===== src/hw/rvt_params.svh =====
`ifndef RVT_PARAMS_SVH
`define RVT_PARAMS_SVH

`define RVT_TABLE_BYTES   256
`define RVT_VEC_BYTES     4
`define RVT_NUM_BRK       6'h00
`define RVT_NUM_EXT3      5'h04
`define RVT_NUM_TB5       5'h05
`define RVT_NUM_SHARE6    5'h06
`define RVT_NUM_SHARE7    5'h07
`define RVT_NUM_SHARE8    5'h08
`define RVT_NUM_SHARE9    5'h09
`define RVT_NUM_COLL2     5'h0a
`define RVT_NUM_DMA0      5'h0b
`define RVT_NUM_DMA1      5'h0c
`define RVT_NUM_KEY       5'h0d
`define RVT_NUM_ADC       5'h0e
`define RVT_NUM_SER_FIRST 5'h0f
`define RVT_NUM_TA_FIRST  5'h15
`define RVT_NUM_TB_FIRST  5'h1a
`define RVT_NUM_EXT_FIRST 5'h1d
`define RVT_NUM_SW_FIRST  6'h20
`define RVT_SW_OFFSET     8'h80
`define RVT_RESET_VECTOR  32'h0000_0000

`endif


===== src/hw/rvt_pkg.sv =====
package rvt_pkg;

	typedef enum logic [1:0] {
		RVT_IDLE = 2'b00,
		RVT_READ = 2'b01,
		RVT_DONE = 2'b10
	} rvt_state_t;

	typedef enum logic [1:0] {
		RVT_SEL_TIMER  = 2'b00,
		RVT_SEL_EVENT  = 2'b01,
		RVT_SEL_COLL   = 2'b10,
		RVT_SEL_NONE   = 2'b11
	} rvt_share_sel_t;

endpackage : rvt_pkg


===== src/hw/rvt_vector_lookup.sv =====
`include "rvt_params.svh"
`timescale 1ns/1ps
`default_nettype none

module rvt_vector_lookup #(
	parameter int AW = 20
) (
	// clock and reset
	input  wire logic                    sys_clk_in,
	input  wire logic                    rst_in,
	// table placement and global enable
	input  wire logic [AW-1:0]           vector_table_base_in,
	input  wire logic                    i_flag_in,
	// source selection and serial modes
	input  wire rvt_pkg::rvt_share_sel_t slot6_source_select_in,
	input  wire rvt_pkg::rvt_share_sel_t slot7_source_select_in,
	input  wire logic                    serial4_or_ext5_select_in,
	input  wire logic                    serial3_or_ext4_select_in,
	input  wire logic [2:0]              i2c_mode_in,
	input  wire logic [2:0]              home_bus_mode_in,
	// peripheral events
	input  wire logic [5:0]              ext_irq_in,
	input  wire logic [4:0]              atimer_in,
	input  wire logic [5:0]              btimer_in,
	input  wire logic                    slicer_on_event_in,
	input  wire logic                    remote_event_in,
	input  wire logic                    line_sync_event_in,
	input  wire logic                    clocked_serial_three_in,
	input  wire logic                    clocked_serial_four_in,
	input  wire logic [1:0]              dma_done_in,
	input  wire logic                    key_in,
	input  wire logic                    adc_done_in,
	input  wire logic [2:0]              ser_tx_in,
	input  wire logic [2:0]              ser_rx_in,
	input  wire logic [2:0]              ser_nack_in,
	input  wire logic [2:0]              ser_ack_in,
	input  wire logic [2:0]              ser_coll_in,
	input  wire logic [2:0]              ser_startstop_in,
	// fetch requests from the core sequencer
	input  wire logic                    brk_req_in,
	input  wire logic                    swi_req_in,
	input  wire logic [5:0]              swi_num_in,
	input  wire logic                    hw_take_in,
	input  wire logic [4:0]              hw_num_in,
	// vector memory reads
	input  wire logic [15:0]             mem_rdata_in,
	input  wire logic                    mem_ack_in,
	output logic                         mem_rd_out,
	output logic                         mem_word_out,
	output logic [AW-1:0]                mem_addr_out,
	// results
	output logic [31:0]                  hw_req_out,
	output logic                         busy_out,
	output logic                         fetch_done_out,
	output logic [5:0]                   fetch_num_out,
	output logic [31:0]                  vector_out
);
	import rvt_pkg::*;

	// serial channel order on slots 15..20 is 2, 0, 1
	localparam logic [1:0] SER_ORDER [3] = '{2'd2, 2'd0, 2'd1};

	logic [2:0]  tx_cause;
	logic [2:0]  rx_cause;
	logic [2:0]  coll_cause;
	logic [31:0] src;
	logic [31:0] next_hw_req;

	genvar ch;
	generate
		for (ch = 0; ch < 3; ch++) begin : g_ser
			assign tx_cause[ch]   = i2c_mode_in[ch] ? ser_nack_in[ch] : ser_tx_in[ch];
			assign rx_cause[ch]   = i2c_mode_in[ch] ? ser_ack_in[ch] : ser_rx_in[ch];
			// outside both bus modes the collision detector is not a cause
			assign coll_cause[ch] = i2c_mode_in[ch] ? ser_startstop_in[ch] :
				(home_bus_mode_in[ch] & ser_coll_in[ch]);
			assign src[`RVT_NUM_SER_FIRST + 2*ch]     = tx_cause[SER_ORDER[ch]];
			assign src[`RVT_NUM_SER_FIRST + 2*ch + 1] = rx_cause[SER_ORDER[ch]];
		end
		for (ch = 0; ch < 5; ch++) begin : g_ta
			assign src[`RVT_NUM_TA_FIRST + ch] = atimer_in[ch];
		end
		for (ch = 0; ch < 3; ch++) begin : g_tb
			assign src[`RVT_NUM_TB_FIRST + ch] = btimer_in[ch];
			assign src[`RVT_NUM_EXT_FIRST + ch] = ext_irq_in[ch];
		end
	endgenerate

	// breakpoint is instruction driven, slots 1..3 reserved
	assign src[3:0] = 4'h0;
	assign src[`RVT_NUM_EXT3] = ext_irq_in[3];
	assign src[`RVT_NUM_TB5]  = btimer_in[5] | slicer_on_event_in;
	assign src[`RVT_NUM_SHARE6] =
		(slot6_source_select_in == RVT_SEL_TIMER) ? btimer_in[4] :
		(slot6_source_select_in == RVT_SEL_EVENT) ? remote_event_in :
		(slot6_source_select_in == RVT_SEL_COLL)  ? coll_cause[1] : 1'b0;
	assign src[`RVT_NUM_SHARE7] =
		(slot7_source_select_in == RVT_SEL_TIMER) ? btimer_in[3] :
		(slot7_source_select_in == RVT_SEL_EVENT) ? line_sync_event_in :
		(slot7_source_select_in == RVT_SEL_COLL)  ? coll_cause[0] : 1'b0;
	assign src[`RVT_NUM_SHARE8] = serial4_or_ext5_select_in ? ext_irq_in[5] :
		clocked_serial_four_in;
	assign src[`RVT_NUM_SHARE9] = serial3_or_ext4_select_in ? ext_irq_in[4] :
		clocked_serial_three_in;
	assign src[`RVT_NUM_COLL2] = coll_cause[2];
	assign src[`RVT_NUM_DMA0]  = dma_done_in[0];
	assign src[`RVT_NUM_DMA1]  = dma_done_in[1];
	assign src[`RVT_NUM_KEY]   = key_in;
	assign src[`RVT_NUM_ADC]   = adc_done_in;

	assign next_hw_req = src & {32{i_flag_in}};

	always_ff @(posedge sys_clk_in or posedge rst_in) begin
		if (rst_in) begin
			hw_req_out <= 32'h0;
		end else begin
			hw_req_out <= next_hw_req;
		end
	end

	// fetch sequencing
	rvt_state_t  state;
	rvt_state_t  next_state;
	logic [AW-1:0] base_lat;
	logic [1:0]  idx;
	logic        byte_mode;
	logic        start;
	logic [5:0]  start_num;
	logic [7:0]  start_off;
	logic [AW-1:0] start_addr;
	logic [1:0]  last_idx;
	logic        last_beat;
	logic [AW-1:0] step;
	logic [31:0] next_vector;

	// software paths bypass the enable flag, hardware path does not
	assign start     = (state == RVT_IDLE) &
		(brk_req_in | swi_req_in | (hw_take_in & i_flag_in));
	assign start_num = brk_req_in ? `RVT_NUM_BRK :
		swi_req_in ? swi_num_in : {1'b0, hw_num_in};
	assign start_off = {start_num, 2'b00};
	assign start_addr = vector_table_base_in + AW'(start_off);
	// an odd base forces byte reads; even base reads whole words
	assign last_idx  = byte_mode ? 2'd3 : 2'd1;
	assign last_beat = mem_ack_in & (idx == last_idx);
	assign step      = byte_mode ? AW'(1) : AW'(2);

	always_comb begin
		next_vector = vector_out;
		if (state == RVT_READ && mem_ack_in) begin
			if (byte_mode) begin
				next_vector[idx*8 +: 8] = mem_rdata_in[7:0];
			end else begin
				next_vector[idx[0]*16 +: 16] = mem_rdata_in;
			end
		end
	end

	always_comb begin
		case (state)
			RVT_IDLE: next_state = start ? RVT_READ : RVT_IDLE;
			RVT_READ: next_state = last_beat ? RVT_DONE : RVT_READ;
			RVT_DONE: next_state = RVT_IDLE;
			default:  next_state = RVT_IDLE;
		endcase
	end

	always_ff @(posedge sys_clk_in or posedge rst_in) begin
		if (rst_in) begin
			state <= RVT_IDLE;
		end else begin
			state <= next_state;
		end
	end

	always_ff @(posedge sys_clk_in or posedge rst_in) begin
		if (rst_in) begin
			base_lat     <= '0;
			byte_mode    <= 1'b0;
			idx          <= 2'd0;
			fetch_num_out <= 6'h0;
			mem_addr_out <= '0;
		end else if (start) begin
			base_lat     <= vector_table_base_in;
			byte_mode    <= vector_table_base_in[0];
			idx          <= 2'd0;
			fetch_num_out <= start_num;
			mem_addr_out <= start_addr;
		end else if (state == RVT_READ && mem_ack_in) begin
			idx          <= idx + 2'd1;
			mem_addr_out <= mem_addr_out + step;
		end
	end

	always_ff @(posedge sys_clk_in or posedge rst_in) begin
		if (rst_in) begin
			mem_rd_out     <= 1'b0;
			mem_word_out   <= 1'b0;
			busy_out       <= 1'b0;
			fetch_done_out <= 1'b0;
			vector_out     <= `RVT_RESET_VECTOR;
		end else begin
			mem_rd_out     <= start | (state == RVT_READ && !last_beat);
			mem_word_out   <= start ? !vector_table_base_in[0] : mem_word_out;
			busy_out       <= (next_state != RVT_IDLE);
			fetch_done_out <= (state == RVT_READ) & last_beat;
			vector_out     <= next_vector;
		end
	end

	// checks
	logic [2:0] beats;
	always_ff @(posedge sys_clk_in or posedge rst_in) begin
		if (rst_in) begin
			beats <= 3'd0;
		end else if (start) begin
			beats <= 3'd0;
		end else if (state == RVT_READ && mem_ack_in) begin
			beats <= beats + 3'd1;
		end
	end

	a_reserved_quiet: assert property (@(posedge sys_clk_in) disable iff (rst_in)
		hw_req_out[3:1] == 3'b000)
		else $error("reserved slot raised by hardware");

	a_mask_gate: assert property (@(posedge sys_clk_in) disable iff (rst_in)
		!i_flag_in |=> hw_req_out == 32'h0)
		else $error("maskable request passed with flag clear");

	a_brk_slot: assert property (@(posedge sys_clk_in) disable iff (rst_in)
		(state == RVT_IDLE && brk_req_in) |=>
		fetch_num_out == 6'h00 && mem_addr_out == base_lat)
		else $error("breakpoint not on slot zero");

	a_in_table: assert property (@(posedge sys_clk_in) disable iff (rst_in)
		mem_rd_out |-> (mem_addr_out - base_lat) < AW'(`RVT_TABLE_BYTES))
		else $error("vector read outside table");

	a_addr_offset: assert property (@(posedge sys_clk_in) disable iff (rst_in)
		start |=> mem_addr_out == $past(vector_table_base_in) + AW'({$past(start_num), 2'b00}))
		else $error("vector address not base plus offset");

	a_beat_count: assert property (@(posedge sys_clk_in) disable iff (rst_in)
		$rose(fetch_done_out) |-> beats == (byte_mode ? 3'd4 : 3'd2))
		else $error("wrong number of reads for base parity");

	a_word_mode: assert property (@(posedge sys_clk_in) disable iff (rst_in)
		mem_rd_out |-> mem_word_out == !base_lat[0])
		else $error("read width does not follow base parity");

	a_ext3_slot: assert property (@(posedge sys_clk_in) disable iff (rst_in)
		(ext_irq_in[3] && i_flag_in) |=> hw_req_out[4])
		else $error("external three not on slot four");

	a_slot5_or: assert property (@(posedge sys_clk_in) disable iff (rst_in)
		i_flag_in |=> hw_req_out[5] == $past(btimer_in[5] | slicer_on_event_in))
		else $error("slot five not timer or slicer");

	a_slot6_timer: assert property (@(posedge sys_clk_in) disable iff (rst_in)
		(i_flag_in && slot6_source_select_in == RVT_SEL_TIMER) |=>
		hw_req_out[6] == $past(btimer_in[4]))
		else $error("slot six not following its timer");

	a_slot7_none: assert property (@(posedge sys_clk_in) disable iff (rst_in)
		slot7_source_select_in == RVT_SEL_NONE |=> !hw_req_out[7])
		else $error("slot seven raised with no source chosen");

	a_share8_ext: assert property (@(posedge sys_clk_in) disable iff (rst_in)
		(i_flag_in && serial4_or_ext5_select_in) |=> hw_req_out[8] == $past(ext_irq_in[5]))
		else $error("slot eight not following external five");

	a_share9_serial: assert property (@(posedge sys_clk_in) disable iff (rst_in)
		(i_flag_in && !serial3_or_ext4_select_in) |=>
		hw_req_out[9] == $past(clocked_serial_three_in))
		else $error("slot nine not following serial three");

	a_key_slot: assert property (@(posedge sys_clk_in) disable iff (rst_in)
		i_flag_in |=> hw_req_out[13] == $past(key_in))
		else $error("key input not on slot thirteen");

	a_adc_slot: assert property (@(posedge sys_clk_in) disable iff (rst_in)
		i_flag_in |=> hw_req_out[14] == $past(adc_done_in))
		else $error("conversion end not on slot fourteen");

	a_ch2_tx_slot: assert property (@(posedge sys_clk_in) disable iff (rst_in)
		(i_flag_in && !i2c_mode_in[2]) |=> hw_req_out[15] == $past(ser_tx_in[2]))
		else $error("channel two transmit not on slot fifteen");

	a_i2c_tx: assert property (@(posedge sys_clk_in) disable iff (rst_in)
		(i2c_mode_in[0] && i_flag_in) |=> hw_req_out[17] == $past(ser_nack_in[0]))
		else $error("i2c transmit slot not following nack");

	a_i2c_rx: assert property (@(posedge sys_clk_in) disable iff (rst_in)
		(i2c_mode_in[1] && i_flag_in) |=> hw_req_out[20] == $past(ser_ack_in[1]))
		else $error("i2c receive slot not following ack");

	a_timer_a0: assert property (@(posedge sys_clk_in) disable iff (rst_in)
		i_flag_in |=> hw_req_out[21] == $past(atimer_in[0]))
		else $error("first a-timer not on slot twenty-one");

	a_timer_b2: assert property (@(posedge sys_clk_in) disable iff (rst_in)
		i_flag_in |=> hw_req_out[28] == $past(btimer_in[2]))
		else $error("third b-timer not on slot twenty-eight");

	a_ext0_slot: assert property (@(posedge sys_clk_in) disable iff (rst_in)
		i_flag_in |=> hw_req_out[29] == $past(ext_irq_in[0]))
		else $error("external zero not on slot twenty-nine");

	a_sw_high: assert property (@(posedge sys_clk_in) disable iff (rst_in)
		(state == RVT_IDLE && swi_req_in && !brk_req_in && swi_num_in[5]) |=>
		(mem_addr_out - base_lat) >= AW'(`RVT_SW_OFFSET))
		else $error("software vector below upper half");

	a_coll2_i2c: assert property (@(posedge sys_clk_in) disable iff (rst_in)
		(i_flag_in && i2c_mode_in[2]) |=> hw_req_out[10] == $past(ser_startstop_in[2]))
		else $error("collision slot not following start or stop");

	a_done_pulse: assert property (@(posedge sys_clk_in) disable iff (rst_in)
		fetch_done_out |=> !fetch_done_out && !busy_out)
		else $error("done not a single pulse");

	a_swi_num: assert property (@(posedge sys_clk_in) disable iff (rst_in)
		(state == RVT_IDLE && swi_req_in && !brk_req_in) |=>
		fetch_num_out == $past(swi_num_in))
		else $error("software fetch number not taken");

endmodule : rvt_vector_lookup

`default_nettype wire


===== config.mk =====
export PLATFORM = sky130hd
export DESIGN_NAME = rvt_vector_lookup
export DESIGN_NICKNAME = d
export VERILOG_FILES = /design/src/hw/rvt_pkg.sv /design/src/hw/rvt_vector_lookup.sv
export VERILOG_INCLUDE_DIRS = /design/src /design/src/hw
export SDC_FILE = /design/constraint.sdc
export NUM_CORES = 1
export LEC_CHECK = 0
export BUFFER_PORTS_ARGS = -buffer_cell sky130_fd_sc_hd__buf_4
export CAP_MARGIN = 25
export CORE_UTILIZATION = 52
export CTS_CLUSTER_DIAMETER = 50
export CTS_CLUSTER_SIZE = 16
export DETAILED_ROUTE_END_ITERATION = 10
export PLACE_DENSITY_LB_ADDON = 0.08
export REMOVE_ABC_BUFFERS = 1
export SLEW_MARGIN = 5
export SYNTH_ARGS = -nofsm -noshare
export SYNTH_HDL_FRONTEND = slang
export SYNTH_SLANG_ARGS = --single-unit

===== constraint.sdc =====
create_clock -name sys_clk_in -period 3.96 [get_ports sys_clk_in]
set_input_delay 0 -clock sys_clk_in [delete_from_list [all_inputs] [get_ports sys_clk_in]]
set_output_delay 0 -clock sys_clk_in [all_outputs]
set_load 0.01 [all_outputs]

==> impl_results.md <==
* Outcome: finished clean
* CTS H-tree depth at 3
* DP Cell Count at 743
* Design Power at 4160 uW
* Initial antenna violation count at 0
* Layout cells sized above 1 at 32.2%
* Worst slew pin tran at 0.800 ns
* CP max-delay cell: dlygate4sd3_1
* Met2 usage at 53.4%
* Largest net degree at the start of global routing at 58
* Top cells by area, synth: dfrtp_1 50%, mux2i_1 5.1%, xor2_1 4.8%
* Synth top area share at 49.8%
* Routed WL at 14900 um
* Crit path max fanout at 7
* Worst min path class: in -> reg
* Final min period at 2.22 ns
* Unrepaired setup endpoints after global routing: no
* Chip height at 97.3 um
* Global Route met3 Usage at 8.63%
* Synth warn at 0
* CP delay by family, top: buffers and inverters
* Synth-to-layout area growth at 52.8%
* Worst setup EP type: register
* Clock skew at 0.0190 ns
* Max-slew violations at 0
* Post-CTS Resized at 0
* Async set-reset flop share out of synthesis at 100%
* Clock slew at reported path FFs at 0.10 ns
* Number of global-route vias before repair at 4800
* Gr busiest metal: met2
* Die width at 97.3 um
* DR vias at 4601
* Antenna-violating nets left at 0
* Power per cell area at 576 nW/um^2
* CP arrival at 2.46 ns
* Die Footprint at 9460 um^2
* Mapped Avg Cell Area at 10.4 um^2
* Worst slack, placed at 1.78 ns
* Clk root buf: clkbuf_8
* Slowest stage delay, CP at 0.54 ns
* Leading area contributor after synthesis: dfrtp_1
* Max_slew headroom at 46.6%
* DR DRC count at 0
* Max Root-Sink Buffers at 2
* Top FF cell, synth: dfrtp_1
* First-pass GRT wire length at 23800 um
* Row count at 34
* Fin. Hold Viols at 0
* Fin nets at 843
* Non-filler cells, final at 832
* Reg2Reg Setup Slack at 1.75 ns
* Mapped cell area at 4720 um^2
* DR vias/cell at 5.53
* Initial DRC Count at 234
* EDFF count, synth at 0
* Num CTS Buffers at 9
* # IOs at 204
* Wire per inst at 17.9 um
* HPWL after detailed placement at 9450 um
* Met1 Track Usage GR at 39.0%
* Cells after Synth at 452
* Starting Density at 53.9%
* Crit path cell chain: dlygate4sd3_1 -> buf_4 -> nor2_1 -> ha_1 -> a211oi_1 -> o21ai_1 -> nand3_1 -> xor2_1 -> mux2i_1
* Buf+Inv Stages, Crit Path at 2
* Flops & latches, synth at 94
* Total Routing Usage GR at 32.0%
* Gr ovfl total at 0
* Setup TNS at 0 ns
* Final worst setup slack at 1.74 ns
* Final Cycle Share at 56.0%
* Leak at 0.00348 uW
* # diodes at 0
* F_max at 451 MHz
* Worst vdd ir at 0.283 mV
* Core Region at 8760 um^2
* Seq/Total Area, Yosys at 49.8%
* Crit path kind: in -> reg
* IO Port Bufs at 199
* 1st-pass router iterations at 4
* Crit path launch type: input port
* Clk sinks at 94
* Critical Path RT at 4.20 ns
* Global placement routability congestion at 0.810
* Count of final setup violators at 0
* Yosys cell types at 48
* Maxcap violations at 0
* Skew-Pair Late Insertion Delay at 0.37 ns
* CTS tree: built
-- layout make-up --
class,count,area [um^2]
inverters,9,36.3
clock buffers,9,124
clock inverters,7,103
repair buffers,274,2240
fillers,525,1550
well taps,108,135
multi-input cells,331,2230
flip-flops and latches,94,2350
-- report_power, final --
group / total (uW) / leakage [uW] / internal [uW] / switching [uW]
combinational: 1830 / 0.00221 / 911 / 923
clock: 733 / 0.000111 / 364 / 369
sequential: 1590 / 0.00116 / 1300 / 295
-- routing by layer --
layer	share of wire, %	routed length, um
met1	40	5900
met2	49	7230
met3	8.5	1260
met4	3.4	511
met5	0	0
-- cells by family after synthesis --
| family | share of synthesized area [%] |
|---|---|
| fa+ha+maj | 4.03 |
| other cells | 0.0794 |
| xor+xnor | 5.57 |
| mux | 5.57 |
| simple gates | 17.9 |
| buf+inv | 3.37 |
| flops | 49.8 |
| compound gates | 13.6 |
-- synthesized netlist by cell type, types with 2 or more instances --
cell type	count
buf_2	7
nor3_1	5
and4_1	3
o21a_1	3
nor3b_1	2
xor2_1	26
nand3_1	17
o21ai_0	12
nor2_1	34
a22o_1	16
and3_1	5
buf_4	8
fa_1	2
inv_1	9
o21ai_1	5
nor2b_1	10
nand4_1	12
nand2_1	37
a21oi_1	26
dfrtp_1	94
a211oi_1	6
clkbuf_1	5
mux2_2	2
a22oi_1	17
mux2i_1	24
o211ai_1	2
nor3_2	3
ha_1	12
nor2_2	4
a21o_1	4
and2_1	19
xnor2_1	4
a31oi_1	2
-- layout by cell type (no fill, tap or decap), drive strengths merged, types with 3 or more instances in the layout --
cell	count
nor2b	10
nand3	17
xnor2	4
a22o	16
and3	5
o21a	3
dlygate4sd3	73
nor2	39
inv	12
clkbuf	9
a211oi	6
a22oi	17
nand2	37
a21oi	26
ha	12
dfrtp	94
and2	19
buf	201
xor2	26
conb	4
nor3	8
mux2i	24
and4	3
o21ai	17
a21o	4
nand4	12
-- through the flow --
stage	hold slack (ns)	area (um^2)	utilization, %
after detailed placement	0.185	6260	71.4
after global routing	0.0270	7220	82.3
after floorplan	0.117	4610	-
final	0.0225	7220	82.3
after CTS	0.00625	7220	82.3
after global placement	0.166	6260	71.4
-- what timing repair did --
action | in CTS | in global routing
hold buffers | 73 | 0
hold endpoints to repair | 135 | 0
setup buffers | 0 | 0
-- path summary, 6_finish.rpt --
| kind | start | end | cells past startpoint |
|---|---|---|---|
| max reg2reg | byte_mode | mem_addr_out[9] | 7 |
| max in group asynchronous | rst_in | fetch_num_out[2] | 4 |
| min in group asynchronous | rst_in | vector_out[20] | 3 |
| min reg2reg | fetch_num_out[2] | fetch_num_out[2] | 2 |
| min | i_flag_in | hw_req_out[18] | 2 |
| max | brk_req_in | mem_addr_out[9] | 9 |
-- registers in the layout (all words and copies together), names as in the netlist --
register and flops:
busy_out 1, byte_mode 1, hw_req_out 28, fetch_done_out 1, mem_addr_out 20, idx 2
mem_rd_out 1, vector_out 32, fetch_num_out 6, mem_word_out 1, state 1
Power figures use the tool's default switching activity.
